[src/pkg/cttw_pkg.sv]
// Shared constants and types for the transfer, test and wait sequencer.
package cttw_pkg;

	// ==========================================
	// Opcodes
	localparam logic [7:0] OP_FTEST = 8'h00;
	localparam logic [7:0] OP_LDFLG = 8'h06;
	localparam logic [7:0] OP_STFLG = 8'h07;
	localparam logic [7:0] OP_PFX   = 8'h18;
	localparam logic [7:0] OP_SPIX  = 8'h30;
	localparam logic [7:0] OP_IXSP  = 8'h35;
	localparam logic [7:0] OP_HALT  = 8'h3E;
	localparam logic [7:0] OP_CHKA  = 8'h4D;
	localparam logic [7:0] OP_CHKB  = 8'h5D;
	localparam logic [7:0] OP_CHKI  = 8'h6D;
	localparam logic [7:0] OP_CHKE  = 8'h7D;

	// ==========================================
	// Cycle counts, opcode fetch included; CYC_PUSH is the first stacking cycle of a halt
	localparam logic [4:0] CYC_INH  = 5'h02;
	localparam logic [4:0] CYC_SPX  = 5'h03;
	localparam logic [4:0] CYC_SPY  = 5'h04;
	localparam logic [4:0] CYC_CHKX = 5'h06;
	localparam logic [4:0] CYC_CHKE = 5'h06;
	localparam logic [4:0] CYC_CHKY = 5'h07;
	localparam logic [4:0] CYC_STK  = 5'h0C;
	localparam logic [4:0] CYC_PUSH = 5'h03;

	// ==========================================
	// Register indices on the software port
	localparam logic [3:0] RI_A    = 4'h0;
	localparam logic [3:0] RI_B    = 4'h1;
	localparam logic [3:0] RI_FLG  = 4'h2;
	localparam logic [3:0] RI_X    = 4'h3;
	localparam logic [3:0] RI_Y    = 4'h4;
	localparam logic [3:0] RI_SP   = 4'h5;
	localparam logic [3:0] RI_PC   = 4'h6;
	localparam logic [3:0] RI_STAT = 4'h7;
	localparam logic [3:0] RI_CTRL = 4'h8;
	localparam logic [3:0] RI_FSEL = 4'h9;
	localparam logic [3:0] RI_FOPD = 4'hA;
	localparam logic [3:0] RI_FRES = 4'hB;

	// ==========================================
	// Reset values
	localparam logic [7:0]  RST_FLG = 8'hD0;
	localparam logic [15:0] RST_SP  = 16'h00FF;
	localparam logic [15:0] RST_PC  = 16'h0000;

	// ==========================================
	// Flag bit positions
	localparam int FB_S = 7;
	localparam int FB_X = 6;
	localparam int FB_I = 4;
	localparam int FB_N = 3;
	localparam int FB_Z = 2;
	localparam int FB_V = 1;
	localparam int FB_C = 0;

	// ==========================================
	// Operand format selector codes
	localparam logic [2:0] FM_DIR = 3'h0;
	localparam logic [2:0] FM_IDX = 3'h1;
	localparam logic [2:0] FM_IDY = 3'h2;
	localparam logic [2:0] FM_EXT = 3'h3;
	localparam logic [2:0] FM_IMM = 3'h4;
	localparam logic [2:0] FM_REL = 3'h5;
	localparam logic [2:0] FM_MSK = 3'h6;

	// ==========================================
	// Sequencer states
	typedef enum logic [4:0] {
		ST_FETCH = 5'h01,
		ST_EXEC  = 5'h02,
		ST_WAIT  = 5'h04,
		ST_VEC   = 5'h08,
		ST_TEST  = 5'h10
	} cttw_state_t;

endpackage : cttw_pkg

[src/design/cttw_core.sv]
// Sequencer for flag transfers, zero checks, stack transfers, halt and test.
//
// What this block does
// RULE_01 - Opcode 06 copies A into flags, two cycles.
// RULE_02 - That copy may clear X mask, never set.
// RULE_03 - Opcode 07 copies flags into A, two cycles.
// RULE_04 - Memory check sets N Z, clears V C.
// RULE_05 - Opcode 4D checks A in two cycles.
// RULE_06 - Opcode 5D checks B in two cycles.
// RULE_07 - Opcode 30 loads X with SP plus one.
// RULE_08 - Opcode 18 30 loads Y with SP plus one.
// RULE_09 - Opcode 35 loads SP with X minus one.
// RULE_10 - Opcode 18 35 loads SP with Y minus one.
// RULE_11 - Halt stacks twelve cycles, waits, fetches vector.
// RULE_12 - Opcode 00 honoured only in test mode.
// RULE_13 - Test opcode increments address until reset.
// RULE_14 - Direct operand forms address with zero high byte.
// RULE_15 - Indexed adds unsigned byte to index register.
// RULE_16 - Extended address fetched high byte first.
// RULE_17 - Sixteen bit immediate fetched high byte first.
// RULE_18 - Relative offset sign extended from following address.
// RULE_19 - Mask byte selects only the affected bits.
//
// The register offsets and the address-and-strobe port were chosen for this implementation.
module cttw_core
	import cttw_pkg::*;
#(
	parameter logic [15:0] VEC_ADDR = 16'hFFF2
)(
	// Clock and reset
	input  wire logic        clk,
	input  wire logic        resetn,
	// Program memory bus
	output logic [15:0]      mem_addr,
	output logic             mem_rd,
	output logic             mem_we,
	output logic [7:0]       mem_wdata,
	input  wire logic [7:0]  mem_rdata,
	// Pins
	input  wire logic        irq_n_pin,
	input  wire logic        test_mode_pin,
	output logic             halted,
	// Software register port
	input  wire logic [3:0]  reg_addr,
	input  wire logic [15:0] reg_wdata,
	input  wire logic        reg_wr,
	input  wire logic        reg_rd,
	output logic [15:0]      reg_rdata
);

	// ==========================================
	// State
	cttw_state_t st_r, st_nxt;
	logic [4:0]  cyc_r, cyc_nxt;
	logic [7:0]  op_r, op_nxt, a_r, a_nxt, b_r, b_nxt;
	logic [7:0]  flg_r, flg_nxt, hi_r, hi_nxt, lo_r, lo_nxt;
	logic [7:0]  m_r, m_nxt;
	logic [15:0] x_r, x_nxt, y_r, y_nxt, sp_r, sp_nxt;
	logic [15:0] pc_r, pc_nxt, tad_r, tad_nxt;
	logic        pfx_r, pfx_nxt, run_r, bad_r, bad_nxt;
	logic [2:0]  fsel_r;
	logic [15:0] fopd_r;
	logic        irq_s1_r, irq_s2_r, tm_s1_r, tm_s2_r;

	// Pins cross into the clock domain through two flops each.
	always_ff @(posedge clk)
	begin
		irq_s1_r <= irq_n_pin;
		irq_s2_r <= irq_s1_r;
		tm_s1_r  <= test_mode_pin;
		tm_s2_r  <= tm_s1_r;
	end

	// ==========================================
	// Decode
	wire        irq_go  = !irq_s2_r && !flg_r[FB_I];
	wire        sw_wr   = reg_wr;
	wire [4:0]  ol      = pfx_r ? 5'h02 : 5'h01;
	wire        is_ext  = op_r == OP_CHKE && !pfx_r;
	wire        is_ind  = op_r == OP_CHKI;
	wire        is_halt = op_r == OP_HALT && !pfx_r;
	wire        in_fet  = st_r == ST_FETCH;
	wire        in_exe  = st_r == ST_EXEC;
	wire [7:0]  opc     = mem_rdata;
	wire        f_pfx   = in_fet && run_r && !pfx_r && opc == OP_PFX;
	wire        f_tst   = in_fet && run_r && !pfx_r && opc == OP_FTEST;
	wire [15:0] idx     = pfx_r ? y_r : x_r;
	// Unsigned offset; the high byte never wraps into a signed value.
	wire [15:0] ea_ind  = idx + {8'h00, lo_r}; // see RULE_15
	wire [15:0] ea_ext  = {hi_r, lo_r}; // see RULE_16
	wire [15:0] ea_m    = is_ext ? ea_ext : ea_ind;
	wire [4:0]  push_k  = cyc_r - CYC_PUSH;

	// Total cycles and legality for the opcode in the fetch slot.
	function automatic logic [4:0] tot_of(input logic [7:0] o, input logic p);
		logic [4:0] t;
		t = 5'h00;
		case (o)
			OP_LDFLG, OP_STFLG, OP_CHKA, OP_CHKB: t = p ? 5'h00 : CYC_INH;
			OP_SPIX, OP_IXSP: t = p ? CYC_SPY : CYC_SPX; // see RULE_07
			OP_CHKI: t = p ? CYC_CHKY : CYC_CHKX; // see RULE_04
			OP_CHKE: t = p ? 5'h00 : CYC_CHKE;
			OP_HALT: t = p ? 5'h00 : CYC_STK;
			default: t = 5'h00;
		endcase
		return t;
	endfunction : tot_of

	wire [4:0] tot     = tot_of(op_r, pfx_r);
	wire [4:0] f_tot   = tot_of(opc, pfx_r);
	wire       f_ok    = in_fet && run_r && !f_pfx && !f_tst && f_tot != 5'h00;
	// Opcode 00 outside test mode is illegal, not an operation.
	wire       f_bad   = in_fet && run_r && !f_pfx && f_tot == 5'h00 && !(f_tst && tm_s2_r); // see RULE_12
	wire       done    = in_exe && cyc_r == tot;
	wire       is_ldf  = op_r == OP_LDFLG && !pfx_r;
	wire       is_stf  = op_r == OP_STFLG && !pfx_r;
	wire       is_ca   = op_r == OP_CHKA && !pfx_r;
	wire       is_cb   = op_r == OP_CHKB && !pfx_r;
	wire       is_spi  = op_r == OP_SPIX;
	wire       is_isp  = op_r == OP_IXSP;
	wire       rd_hi   = in_exe && is_ext && cyc_r == ol + 5'h01;
	wire       rd_lo   = in_exe && ((is_ext && cyc_r == ol + 5'h02)
	                     || (is_ind && cyc_r == ol + 5'h01));
	wire       rd_m    = in_exe && ((is_ext && cyc_r == ol + 5'h03)
	                     || (is_ind && cyc_r == ol + 5'h02));
	wire       push    = in_exe && is_halt && cyc_r >= CYC_PUSH && cyc_r < CYC_STK;

	// ==========================================
	// Stack byte order: return address, Y, X, A, B, flags.
	logic [7:0] push_b;
	always_comb
	begin
		case (push_k)
			5'h00:   push_b = pc_r[7:0];
			5'h01:   push_b = pc_r[15:8];
			5'h02:   push_b = y_r[7:0];
			5'h03:   push_b = y_r[15:8];
			5'h04:   push_b = x_r[7:0];
			5'h05:   push_b = x_r[15:8];
			5'h06:   push_b = a_r;
			5'h07:   push_b = b_r;
			default: push_b = flg_r;
		endcase
	end

	// ==========================================
	// Memory bus; the address is combinational so data returns in the same cycle.
	assign mem_rd    = in_fet || rd_hi || rd_lo || rd_m || st_r == ST_VEC;
	assign mem_we    = push; // see RULE_11
	assign mem_wdata = push_b;
	always_comb
	begin
		case (st_r)
			ST_FETCH: mem_addr = pc_r;
			ST_EXEC:  mem_addr = push ? sp_r : (rd_m ? ea_m : pc_r);
			ST_VEC:   mem_addr = VEC_ADDR + {15'h0000, cyc_r[0]}; // see RULE_11
			ST_TEST:  mem_addr = tad_r; // see RULE_13
			default:  mem_addr = pc_r;
		endcase
	end
	assign halted = st_r == ST_WAIT;

	// ==========================================
	// Zero and sign check result, shared by all three forms.
	wire [7:0] chk_v = is_ca ? a_r : (is_cb ? b_r : m_r);
	wire [7:0] chk_f = {flg_r[7:4], chk_v[7], chk_v == 8'h00, 2'b00};
	// The X mask bit only survives if it is already set and A keeps it.
	wire [7:0] ldf_f = {a_r[7], a_r[FB_X] & flg_r[FB_X], a_r[5:0]}; // see RULE_02

	// ==========================================
	// Sequencer next state
	always_comb
	begin
		st_nxt  = st_r;
		cyc_nxt = cyc_r;
		op_nxt  = op_r;
		pfx_nxt = pfx_r;
		tad_nxt = tad_r;
		bad_nxt = bad_r | f_bad;
		case (st_r)
			ST_FETCH:
			begin
				if (f_pfx)
				begin
					pfx_nxt = 1'b1;
					cyc_nxt = cyc_r + 5'h01;
				end
				else if (f_tst && tm_s2_r)
				begin
					st_nxt  = ST_TEST;
					tad_nxt = pc_r;
				end
				else if (f_ok)
				begin
					op_nxt  = opc;
					st_nxt  = ST_EXEC;
					cyc_nxt = cyc_r + 5'h01;
				end
				else if (f_bad)
				begin
					pfx_nxt = 1'b0;
					cyc_nxt = 5'h01;
				end
			end
			ST_EXEC:
			begin
				cyc_nxt = cyc_r + 5'h01;
				if (done)
				begin
					st_nxt  = is_halt ? ST_WAIT : ST_FETCH;
					cyc_nxt = 5'h01;
					pfx_nxt = 1'b0;
				end
			end
			ST_WAIT:
			begin
				if (irq_go)
				begin
					st_nxt  = ST_VEC;
					cyc_nxt = 5'h00;
				end
			end
			ST_VEC:
			begin
				cyc_nxt = cyc_r + 5'h01;
				if (cyc_r[0])
				begin
					st_nxt  = ST_FETCH;
					cyc_nxt = 5'h01;
				end
			end
			ST_TEST: tad_nxt = tad_r + 16'h0001; // see RULE_13
			default: st_nxt = ST_FETCH;
		endcase
	end

	// ==========================================
	// Datapath next values; a software write wins over the instruction.
	wire w_a  = sw_wr && reg_addr == RI_A;
	wire w_b  = sw_wr && reg_addr == RI_B;
	wire w_f  = sw_wr && reg_addr == RI_FLG;
	wire w_x  = sw_wr && reg_addr == RI_X;
	wire w_y  = sw_wr && reg_addr == RI_Y;
	wire w_sp = sw_wr && reg_addr == RI_SP;
	wire w_pc = sw_wr && reg_addr == RI_PC;

	assign a_nxt  = w_a ? reg_wdata[7:0] : ((done && is_stf) ? flg_r : a_r); // see RULE_03
	assign b_nxt  = w_b ? reg_wdata[7:0] : b_r;
	assign hi_nxt = rd_hi ? mem_rdata : hi_r; // see RULE_16
	assign lo_nxt = rd_lo ? mem_rdata : lo_r;
	assign m_nxt  = rd_m ? mem_rdata : m_r;
	assign x_nxt  = w_x ? reg_wdata : ((done && is_spi && !pfx_r) ? sp_r + 16'h0001 : x_r); // see RULE_07
	assign y_nxt  = w_y ? reg_wdata : ((done && is_spi && pfx_r) ? sp_r + 16'h0001 : y_r); // see RULE_08

	always_comb
	begin
		flg_nxt = flg_r;
		if (w_f)
			flg_nxt = reg_wdata[7:0];
		else if (done && is_ldf)
			flg_nxt = ldf_f; // see RULE_01
		else if (done && (is_ca || is_cb || is_ext || is_ind))
			flg_nxt = chk_f; // see RULE_04 see RULE_05 see RULE_06
		else if (st_r == ST_VEC && cyc_r[0])
			flg_nxt = flg_r | 8'h10;
	end

	always_comb
	begin
		sp_nxt = sp_r;
		if (w_sp)
			sp_nxt = reg_wdata;
		else if (push)
			sp_nxt = sp_r - 16'h0001;
		else if (done && is_isp)
			sp_nxt = idx - 16'h0001; // see RULE_09 see RULE_10
	end

	always_comb
	begin
		pc_nxt = pc_r;
		if (w_pc)
			pc_nxt = reg_wdata;
		else if ((in_fet && run_r) || rd_hi || rd_lo)
			pc_nxt = pc_r + 16'h0001;
		else if (st_r == ST_VEC && !cyc_r[0])
			pc_nxt = {mem_rdata, pc_r[7:0]};
		else if (st_r == ST_VEC)
			pc_nxt = {pc_r[15:8], mem_rdata};
	end

	// ==========================================
	// Registers
	always_ff @(posedge clk)
	begin
		if (!resetn)
		begin
			st_r  <= ST_FETCH;
			cyc_r <= 5'h01;
			pfx_r <= 1'b0;
			op_r  <= 8'h00;
			tad_r <= 16'h0000;
			bad_r <= 1'b0;
		end
		else
		begin
			st_r  <= st_nxt;
			cyc_r <= cyc_nxt;
			pfx_r <= pfx_nxt;
			op_r  <= op_nxt;
			tad_r <= tad_nxt;
			bad_r <= bad_nxt;
		end
	end

	always_ff @(posedge clk)
	begin
		if (!resetn)
		begin
			a_r   <= 8'h00;
			b_r   <= 8'h00;
			flg_r <= RST_FLG;
			x_r   <= 16'h0000;
			y_r   <= 16'h0000;
			sp_r  <= RST_SP;
			pc_r  <= RST_PC;
		end
		else
		begin
			a_r   <= a_nxt;
			b_r   <= b_nxt;
			flg_r <= flg_nxt;
			x_r   <= x_nxt;
			y_r   <= y_nxt;
			sp_r  <= sp_nxt;
			pc_r  <= pc_nxt;
		end
	end

	always_ff @(posedge clk)
	begin
		hi_r <= hi_nxt;
		lo_r <= lo_nxt;
		m_r  <= m_nxt;
	end

	// ==========================================
	// Operand format evaluator, driven from software.
	always_ff @(posedge clk)
	begin
		if (!resetn)
		begin
			run_r  <= 1'b0;
			fsel_r <= FM_DIR;
			fopd_r <= 16'h0000;
		end
		else
		begin
			run_r  <= (sw_wr && reg_addr == RI_CTRL) ? reg_wdata[0] : run_r;
			fsel_r <= (sw_wr && reg_addr == RI_FSEL) ? reg_wdata[2:0] : fsel_r;
			fopd_r <= (sw_wr && reg_addr == RI_FOPD) ? reg_wdata : fopd_r;
		end
	end

	wire [7:0]  f_lo   = fopd_r[7:0];
	wire [15:0] f_rel  = pc_r + {{8{f_lo[7]}}, f_lo}; // see RULE_18
	wire [7:0]  f_msk  = (a_r & ~f_lo) | (b_r & f_lo); // see RULE_19
	logic [15:0] fres;
	always_comb
	begin
		case (fsel_r)
			FM_DIR:  fres = {8'h00, f_lo}; // see RULE_14
			FM_IDX:  fres = x_r + {8'h00, f_lo}; // see RULE_15
			FM_IDY:  fres = y_r + {8'h00, f_lo};
			FM_EXT:  fres = fopd_r;
			FM_IMM:  fres = fopd_r; // see RULE_17
			FM_REL:  fres = f_rel;
			FM_MSK:  fres = {8'h00, f_msk};
			default: fres = 16'h0000;
		endcase
	end

	// ==========================================
	// Read port, data one cycle after the strobe; unmapped reads give zero.
	logic [15:0] rsel;
	always_comb
	begin
		case (reg_addr)
			RI_A:    rsel = {8'h00, a_r};
			RI_B:    rsel = {8'h00, b_r};
			RI_FLG:  rsel = {8'h00, flg_r};
			RI_X:    rsel = x_r;
			RI_Y:    rsel = y_r;
			RI_SP:   rsel = sp_r;
			RI_PC:   rsel = pc_r;
			RI_STAT: rsel = {9'h000, bad_r, tm_s2_r, st_r};
			RI_CTRL: rsel = {15'h0000, run_r};
			RI_FSEL: rsel = {13'h0000, fsel_r};
			RI_FOPD: rsel = fopd_r;
			RI_FRES: rsel = fres;
			default: rsel = 16'h0000;
		endcase
	end

	always_ff @(posedge clk)
	begin
		if (!resetn)
			reg_rdata <= 16'h0000;
		else
			reg_rdata <= reg_rd ? rsel : 16'h0000;
	end

	// ==========================================
	// Checks
	ldf_mask_a: assert property (@(posedge clk) disable iff (!resetn) // see RULE_02
		done && is_ldf && !flg_r[FB_X] && !w_f |=> !flg_r[FB_X])
		else $error("X mask set by flag load");
	stf_copy_a: assert property (@(posedge clk) disable iff (!resetn) // see RULE_03
		done && is_stf && !w_a && !w_f |=> a_r == $past(flg_r) && flg_r == $past(flg_r))
		else $error("flag store wrong");
	chka_time_a: assert property (@(posedge clk) disable iff (!resetn) // see RULE_05
		f_ok && opc == OP_CHKA && !pfx_r |=> done ##1 in_fet)
		else $error("check A not two cycles");
	chk_flags_a: assert property (@(posedge clk) disable iff (!resetn) // see RULE_06
		done && is_cb && !w_f |=> !flg_r[FB_V] && !flg_r[FB_C] && flg_r[FB_Z] == ($past(b_r) == 8'h00))
		else $error("check B flags wrong");
	spix_val_a: assert property (@(posedge clk) disable iff (!resetn) // see RULE_07
		f_ok && opc == OP_SPIX && !pfx_r && !w_sp |=> !done ##1 done && !w_x ##1 x_r == $past(sp_r) + 16'h0001)
		else $error("SP to X wrong");
	ixsp_val_a: assert property (@(posedge clk) disable iff (!resetn) // see RULE_09
		done && is_isp && !pfx_r && !w_sp |=> sp_r == $past(x_r) - 16'h0001)
		else $error("X to SP wrong");
	halt_stack_a: assert property (@(posedge clk) disable iff (!resetn) // see RULE_11
		f_ok && opc == OP_HALT && !pfx_r |-> ##12 halted)
		else $error("halt stacking not twelve cycles");
	test_inc_a: assert property (@(posedge clk) disable iff (!resetn) // see RULE_13
		st_r == ST_TEST |=> st_r == ST_TEST && mem_addr == $past(mem_addr) + 16'h0001)
		else $error("test address not incrementing");
	dir_fmt_a: assert property (@(posedge clk) disable iff (!resetn) // see RULE_14
		fsel_r == FM_DIR |-> fres[15:8] == 8'h00)
		else $error("direct high byte not zero");

endmodule : cttw_core

[config.mk]
export PLATFORM = sky130hd
export DESIGN_NAME = cttw_core
export DESIGN_NICKNAME = d
export VERILOG_FILES = /design/src/pkg/cttw_pkg.sv /design/src/design/cttw_core.sv
export SDC_FILE = /design/constraint.sdc
export NUM_CORES = 1
export LEC_CHECK = 0
export BUFFER_PORTS_ARGS = -buffer_cell sky130_fd_sc_hd__buf_2
export CAP_MARGIN = 20
export CORE_UTILIZATION = 45
export CTS_CLUSTER_SIZE = 12
export DETAILED_ROUTE_END_ITERATION = 7
export GPL_TIMING_DRIVEN = 0
export PLACE_DENSITY_LB_ADDON = 0.3
export SLEW_MARGIN = 5
export SYNTH_ARGS = -nofsm -noshare
export SYNTH_HDL_FRONTEND = slang
export SYNTH_SLANG_ARGS = --single-unit
[constraint.sdc]
create_clock -name clk -period 7.3 [get_ports clk]
set_input_delay 1.46 -clock clk [delete_from_list [all_inputs] [get_ports clk]]
set_output_delay 1.46 -clock clk [all_outputs]
set_load 0.01 [all_outputs]
======== Word-level counts from Yosys, hierarchy flattened ========
Cells that the tools add are included.
word-level totals
  register bits ........................... 188
  latch bits .............................. 0
  RAM bits ................................ 0
  bits in read-only memories .............. 0
  input port bits ......................... 34
  output and inout port bits .............. 43
  logic and storage cells ................. 275
  memories kept ........................... 0
operators by class
  add/subtract/negate cells ............... 15
  multipliers ............................. 0
  div/mod/pow operators ................... 0
  order comparisons ....................... 2
  eq/ne operators ......................... 64
  shifts and indexed selects .............. 0
  multiplexer cells ....................... 60
  bitwise operators ....................... 9
  reductions and logical operators ........ 98
operators with widths
  kind                   number
  $mux 16                16
  $pmux 16 s12           1
  $pmux 16 s6            1
  $mux 5                 15
  $eq 8x7->1 const B     8
  $pmux 8 s8             1
  $mux 8                 7
  $add 16x1->16 const B  3
  $add 16x8->16          3
  $eq 8x6->1 const B     6
  $logic_and 1x1->1      48
  $pmux 16 s3            1
  $pmux 4 s5             2
  $eq 8x3->1 const B     4
  $pmux 16 s2            1
  $sub 16x1->16 const B  2
  $eq 5x3->1 const B     5
  $pmux 5 s5             1
  $pmux 5 s4             1
  $add 16x16->16         1
  $and 8x8->8            2
  $eq 4x3->1 const B     4
  $eq 4x4->1 const B     4
  $logic_not 8->1        2
  50 further kinds       109

======== Logic depth before layout (Yosys ltp) ========
  depth in word-level cells ............... 13
  depth in mapped cells ................... 19
  gate-level depth less buffers ........... 15

======== Least setup slack after synthesis ========
OpenSTA, ideal clock, no wires.
  kind .................................... register to output
  from .................................... register pfx_r
  to ...................................... output port mem_addr[13]
  arrival ................................. 4.298 ns
  required time ........................... 5.840 ns
  slack ................................... 1.542 ns
  stages on the path, launching flop included .. 16
  path buffers ............................ 4
  cell sequence ........................... dfxtp_1 > clkbuf_1 > clkbuf_1 > clkbuf_1 > clkbuf_1 > mux2_2 > ha_1 > a21o_1 > a21oi_1 > o21bai_1 > a2111o_1 > a31oi_1 > nor4_1 > xor2_1 > o211a_1 > o31ai_1
on the way
  word-level cells in the longest chain between the ends .. 9
  elaborated cells on any way between the ends .. 21
  classes of those cells .................. add/sub (3); eq/ne (2); mux (6); reduce/logical (10)
RTL lines
  item                                                                   line              source
  start, declared                                                        cttw_core.sv:60   logic pfx_r, pfx_nxt, run_r, bad_r, bad_nxt;
  start signal, assigned                                                 cttw_core.sv:309  pfx_r <= pfx_nxt;
  parallel branches: the longest is 7 deep, another holds $add 16x8->16  --
  $mux 16 *                                                              cttw_core.sv:155  ST_EXEC: mem_addr = push ? sp_r : (rd_m ? ea_m : pc_r);
  $pmux 16 s3 *                                                          cttw_core.sv:153  case (st_r)
  end, declared                                                          cttw_core.sv:34   output logic [15:0] mem_addr,
Mark *: on every way between the ends.

======== Worst setup path in the final report ========
Same ends and word-level chain as after synthesis.

==> results.cfg <==
[sta]
clock-skew-final_ns = 0.0200
clock.fmax_ghz = 0.149
maxSlewViolCount = 0
min_period_over_period_pct = 92.1
report.final.hold_viol_count = 0
time_the_final_worst_path_needs_with_i_o_delays_and_setup_ns = 6.73
setup_slack_ns = 0.574
tns_ns = 0
hold_ws_ns = 0.331
setup_repair_after_global_routing_missed_its_margin = false
worst_max_slew_pin_slew_ns = 1.12
slew_headroom_pct = 24.5
setup_violations = 0

[route]
post_dr_vias_cell = 6.87
drt_drc_violations_left = 0
drt_iter0_markers = 2418
average_wire_per_cell_in_the_routed_design_um = 28.4
drt-total-wl_mm = 68.7
route.antenna.remaining_nets = 0
vias = 16600
dr.pass1.iters = 7

[synth]
synth_top_cell_area_share_pct = 22.9
main_synth_ff_type = sky130_fd_sc_hd__dfxtp_1
synthesis.instances = 1925
yosysSeqAreaShare_pct = 28.0
yosys.area.top_type = sky130_fd_sc_hd__dfxtp_1
yosys-top-cells-area = sky130_fd_sc_hd__dfxtp_1 (23%), sky130_fd_sc_hd__nand2_1 (7.0%), sky130_fd_sc_hd__a21oi_1 (5.5%)
synth_edf_count = 24
async_flop_share_pct = 0
syn_area_cell_um2 = 7.43
synth_warnings = 0
syn_nets = 2003
synth_most_common_cell = sky130_fd_sc_hd__nand2_1
ys_seq_elements = 188
count_of_unique_library_cells_instantiated_by_yosys = 84
synth_area_um2 = 14300
ys_top_cells_by_count = sky130_fd_sc_hd__nand2_1 (267), sky130_fd_sc_hd__nor2_1 (193), sky130_fd_sc_hd__dfxtp_1 (164), sky130_fd_sc_hd__a21oi_1 (157), sky130_fd_sc_hd__clkbuf_1 (151)

[floorplanning]
fp.dieH_um = 180
boundaryPins = 77
coreArea_um2 = 30900
num_rows = 64
effective_utilization_at_floorplan_pct = 46.3
design.die.area_um2 = 32500
chipWidth_um = 180

[layout]
final_cell_count_no_fill = 2423
layout-area-overhead-vs-synth_pct = 9.92
num-nets-final = 2092
diodes = 0
final_design_area_no_fill_um2 = 15700
layout-drive-gt1-share_pct = 7.15

[placement]
post_dp_hpwl_mm = 52.1
placed_area_um2 = 15200
placer_s_final_routability_congestion_estimate = 1.02
numPortBuffers = 67
pre_cts_ws_ns = 0.142
placed_cells = 2390

[clock_network]
cts.sink_count = 188
htreeDepth = 4
clk_pin_slew_ns = 0.07
cts_setup_buffers = 0
cts_tree = yes
inserted_clock_buffers = 17
clk_root_buffer_cell = sky130_fd_sc_hd__clkbuf_16
number_of_buffers_on_the_longest_clock_path = 2
clkLatencyLatePin_ns = 0.47

[global_routing]
globalRoute.totalOverflow = 0
grt_pass1_vias = 15100
global_route_wire_length_before_repair_mm = 100
grt_max_degree = 19
overall_routing_resource_usage_pct = 41.9
grt_antenna_before_repair = 0

[critical_path]
worstSetupPathType = reg -> out
worst_setup_path_start_kind = register
setup.worst_path.start = pfx_r
critical_path_peak_fanout = 19
worst_setup_path_end_kind = output pin
r2r-start = cyc_r[1]
critPathRequiredTime_ns = 5.84
wp_data_arrival_ns = 5.27

[pwr]
vdd.ir_drop.worst_mv = 0.191
total_leakage_power_nw = 5.58
powerDensity_nw_per_um2 = 146

[worst_hold_path]
worst_hold_path_type = reg -> reg
worst_hold_startpoint = tm_s1_r

[run]
maxCapViolations = 0

[outcome]
status = complete, no violations
==> per-stage QoR <==
step	power [mW]	utilization (%)
floorplan	1.24	-
global placement	1.35	49.0
detailed placement	1.36	49.0
CTS	2.28	50.9
global route	2.34	50.9
finish	2.30	50.9
==> state kept, by name (all words and copies together), names as in the netlist, 8 cells and up <==
signal and flops:
y_r 16, m_r 8, flg_r 8, hi_r 8, pc_r 16, lo_r 8, b_r 8, tad_r 16
sp_r 16, a_r 8, reg_rdata 16, fopd_r 16, op_r 8, x_r 16
==> repair_timing <==
action | CTS | global route
hold buffers | 0 | 0
endpoints found under the setup margin | 8 | 3
gates resized for setup | 2 | 0
==> final timing paths <==
| kind | slack [ns] | cells after the start | end |
|---|---|---|---|
| worst max register to register | 1.18 | 18 | sp_r[12] |
| worst max-delay path | 0.57 | 15 | mem_addr[13] |
| worst min register to register | 0.33 | 0 | tm_s2_r |
| worst min-delay path | 0.33 | 0 | tm_s2_r |
==> metal layers <==
layer	vias to the layer above	wire length (um)	global-route usage [%]
li1	7315	-	-
met1	7811	26300	53.5
met2	1234	28700	62.6
met3	279	8220	9.26
met4	0	5540	29.3
met5	-	0	0
==> cells in the final DEF, fill, tap and decap left out, types with 55 or more instances in the layout <==
cell and instances:
sky130_fd_sc_hd__dfxtp_1 164, sky130_fd_sc_hd__nand2_1 267, sky130_fd_sc_hd__nand3_1 64, sky130_fd_sc_hd__buf_2 74
sky130_fd_sc_hd__o21ai_0 100, sky130_fd_sc_hd__clkbuf_1 148, sky130_fd_sc_hd__nor3_1 55, sky130_fd_sc_hd__nor2_1 193
sky130_fd_sc_hd__mux2i_1 61, sky130_fd_sc_hd__a21oi_1 157
==> cell families (layout without fill, tap and decap cells) <==
logic type / count (synthesis) / in the layout / share of synthesized area [%]
mux: 75 / 75 / 5.45
xor+xnor: 79 / 79 / 4.84
buf+inv: 194 / 296 / 5.21
compound gates: 584 / 584 / 27.5
flops: 188 / 188 / 28.0
simple gates: 761 / 761 / 25.0
fa+ha+maj: 44 / 44 / 4.00
==> worst max-delay path, stage by stage, from the launching register on <==
cell                       delay (ns)
sky130_fd_sc_hd__dfxtp_1         0.31
sky130_fd_sc_hd__clkbuf_1        0.30
sky130_fd_sc_hd__clkbuf_2        0.43
sky130_fd_sc_hd__clkbuf_2        0.55
sky130_fd_sc_hd__mux2_2          0.47
sky130_fd_sc_hd__ha_1            0.28
sky130_fd_sc_hd__a21o_1          0.17
sky130_fd_sc_hd__a21oi_1         0.22
sky130_fd_sc_hd__o21bai_1        0.12
sky130_fd_sc_hd__a2111o_1        0.48
sky130_fd_sc_hd__a31oi_1         0.46
sky130_fd_sc_hd__nor4_1          0.11
sky130_fd_sc_hd__xor2_1          0.18
sky130_fd_sc_hd__o211a_1         0.23
sky130_fd_sc_hd__o31ai_1         0.25
sky130_fd_sc_hd__buf_2           0.21
==> where the power goes <==
part | total [mW] | internal, mW | switching (mW)
Sequential | 1.08 | 1.06 | 0.0255
Combinational | 0.262 | 0.0744 | 0.187
Clock | 0.954 | 0.460 | 0.495
==> cell type report <==
type | count | area (um2)
sequential | 188 | 4000
clock buffer | 18 | 439
tap | 396 | 495
buffer | 170 | 658
clock inverter | 14 | 128
inverter | 23 | 86.3
timing repair buffer | 71 | 358
multi-input combinational | 1543 | 9560
fill | 3127 | 15200
Power figures use the tool's default switching activity.
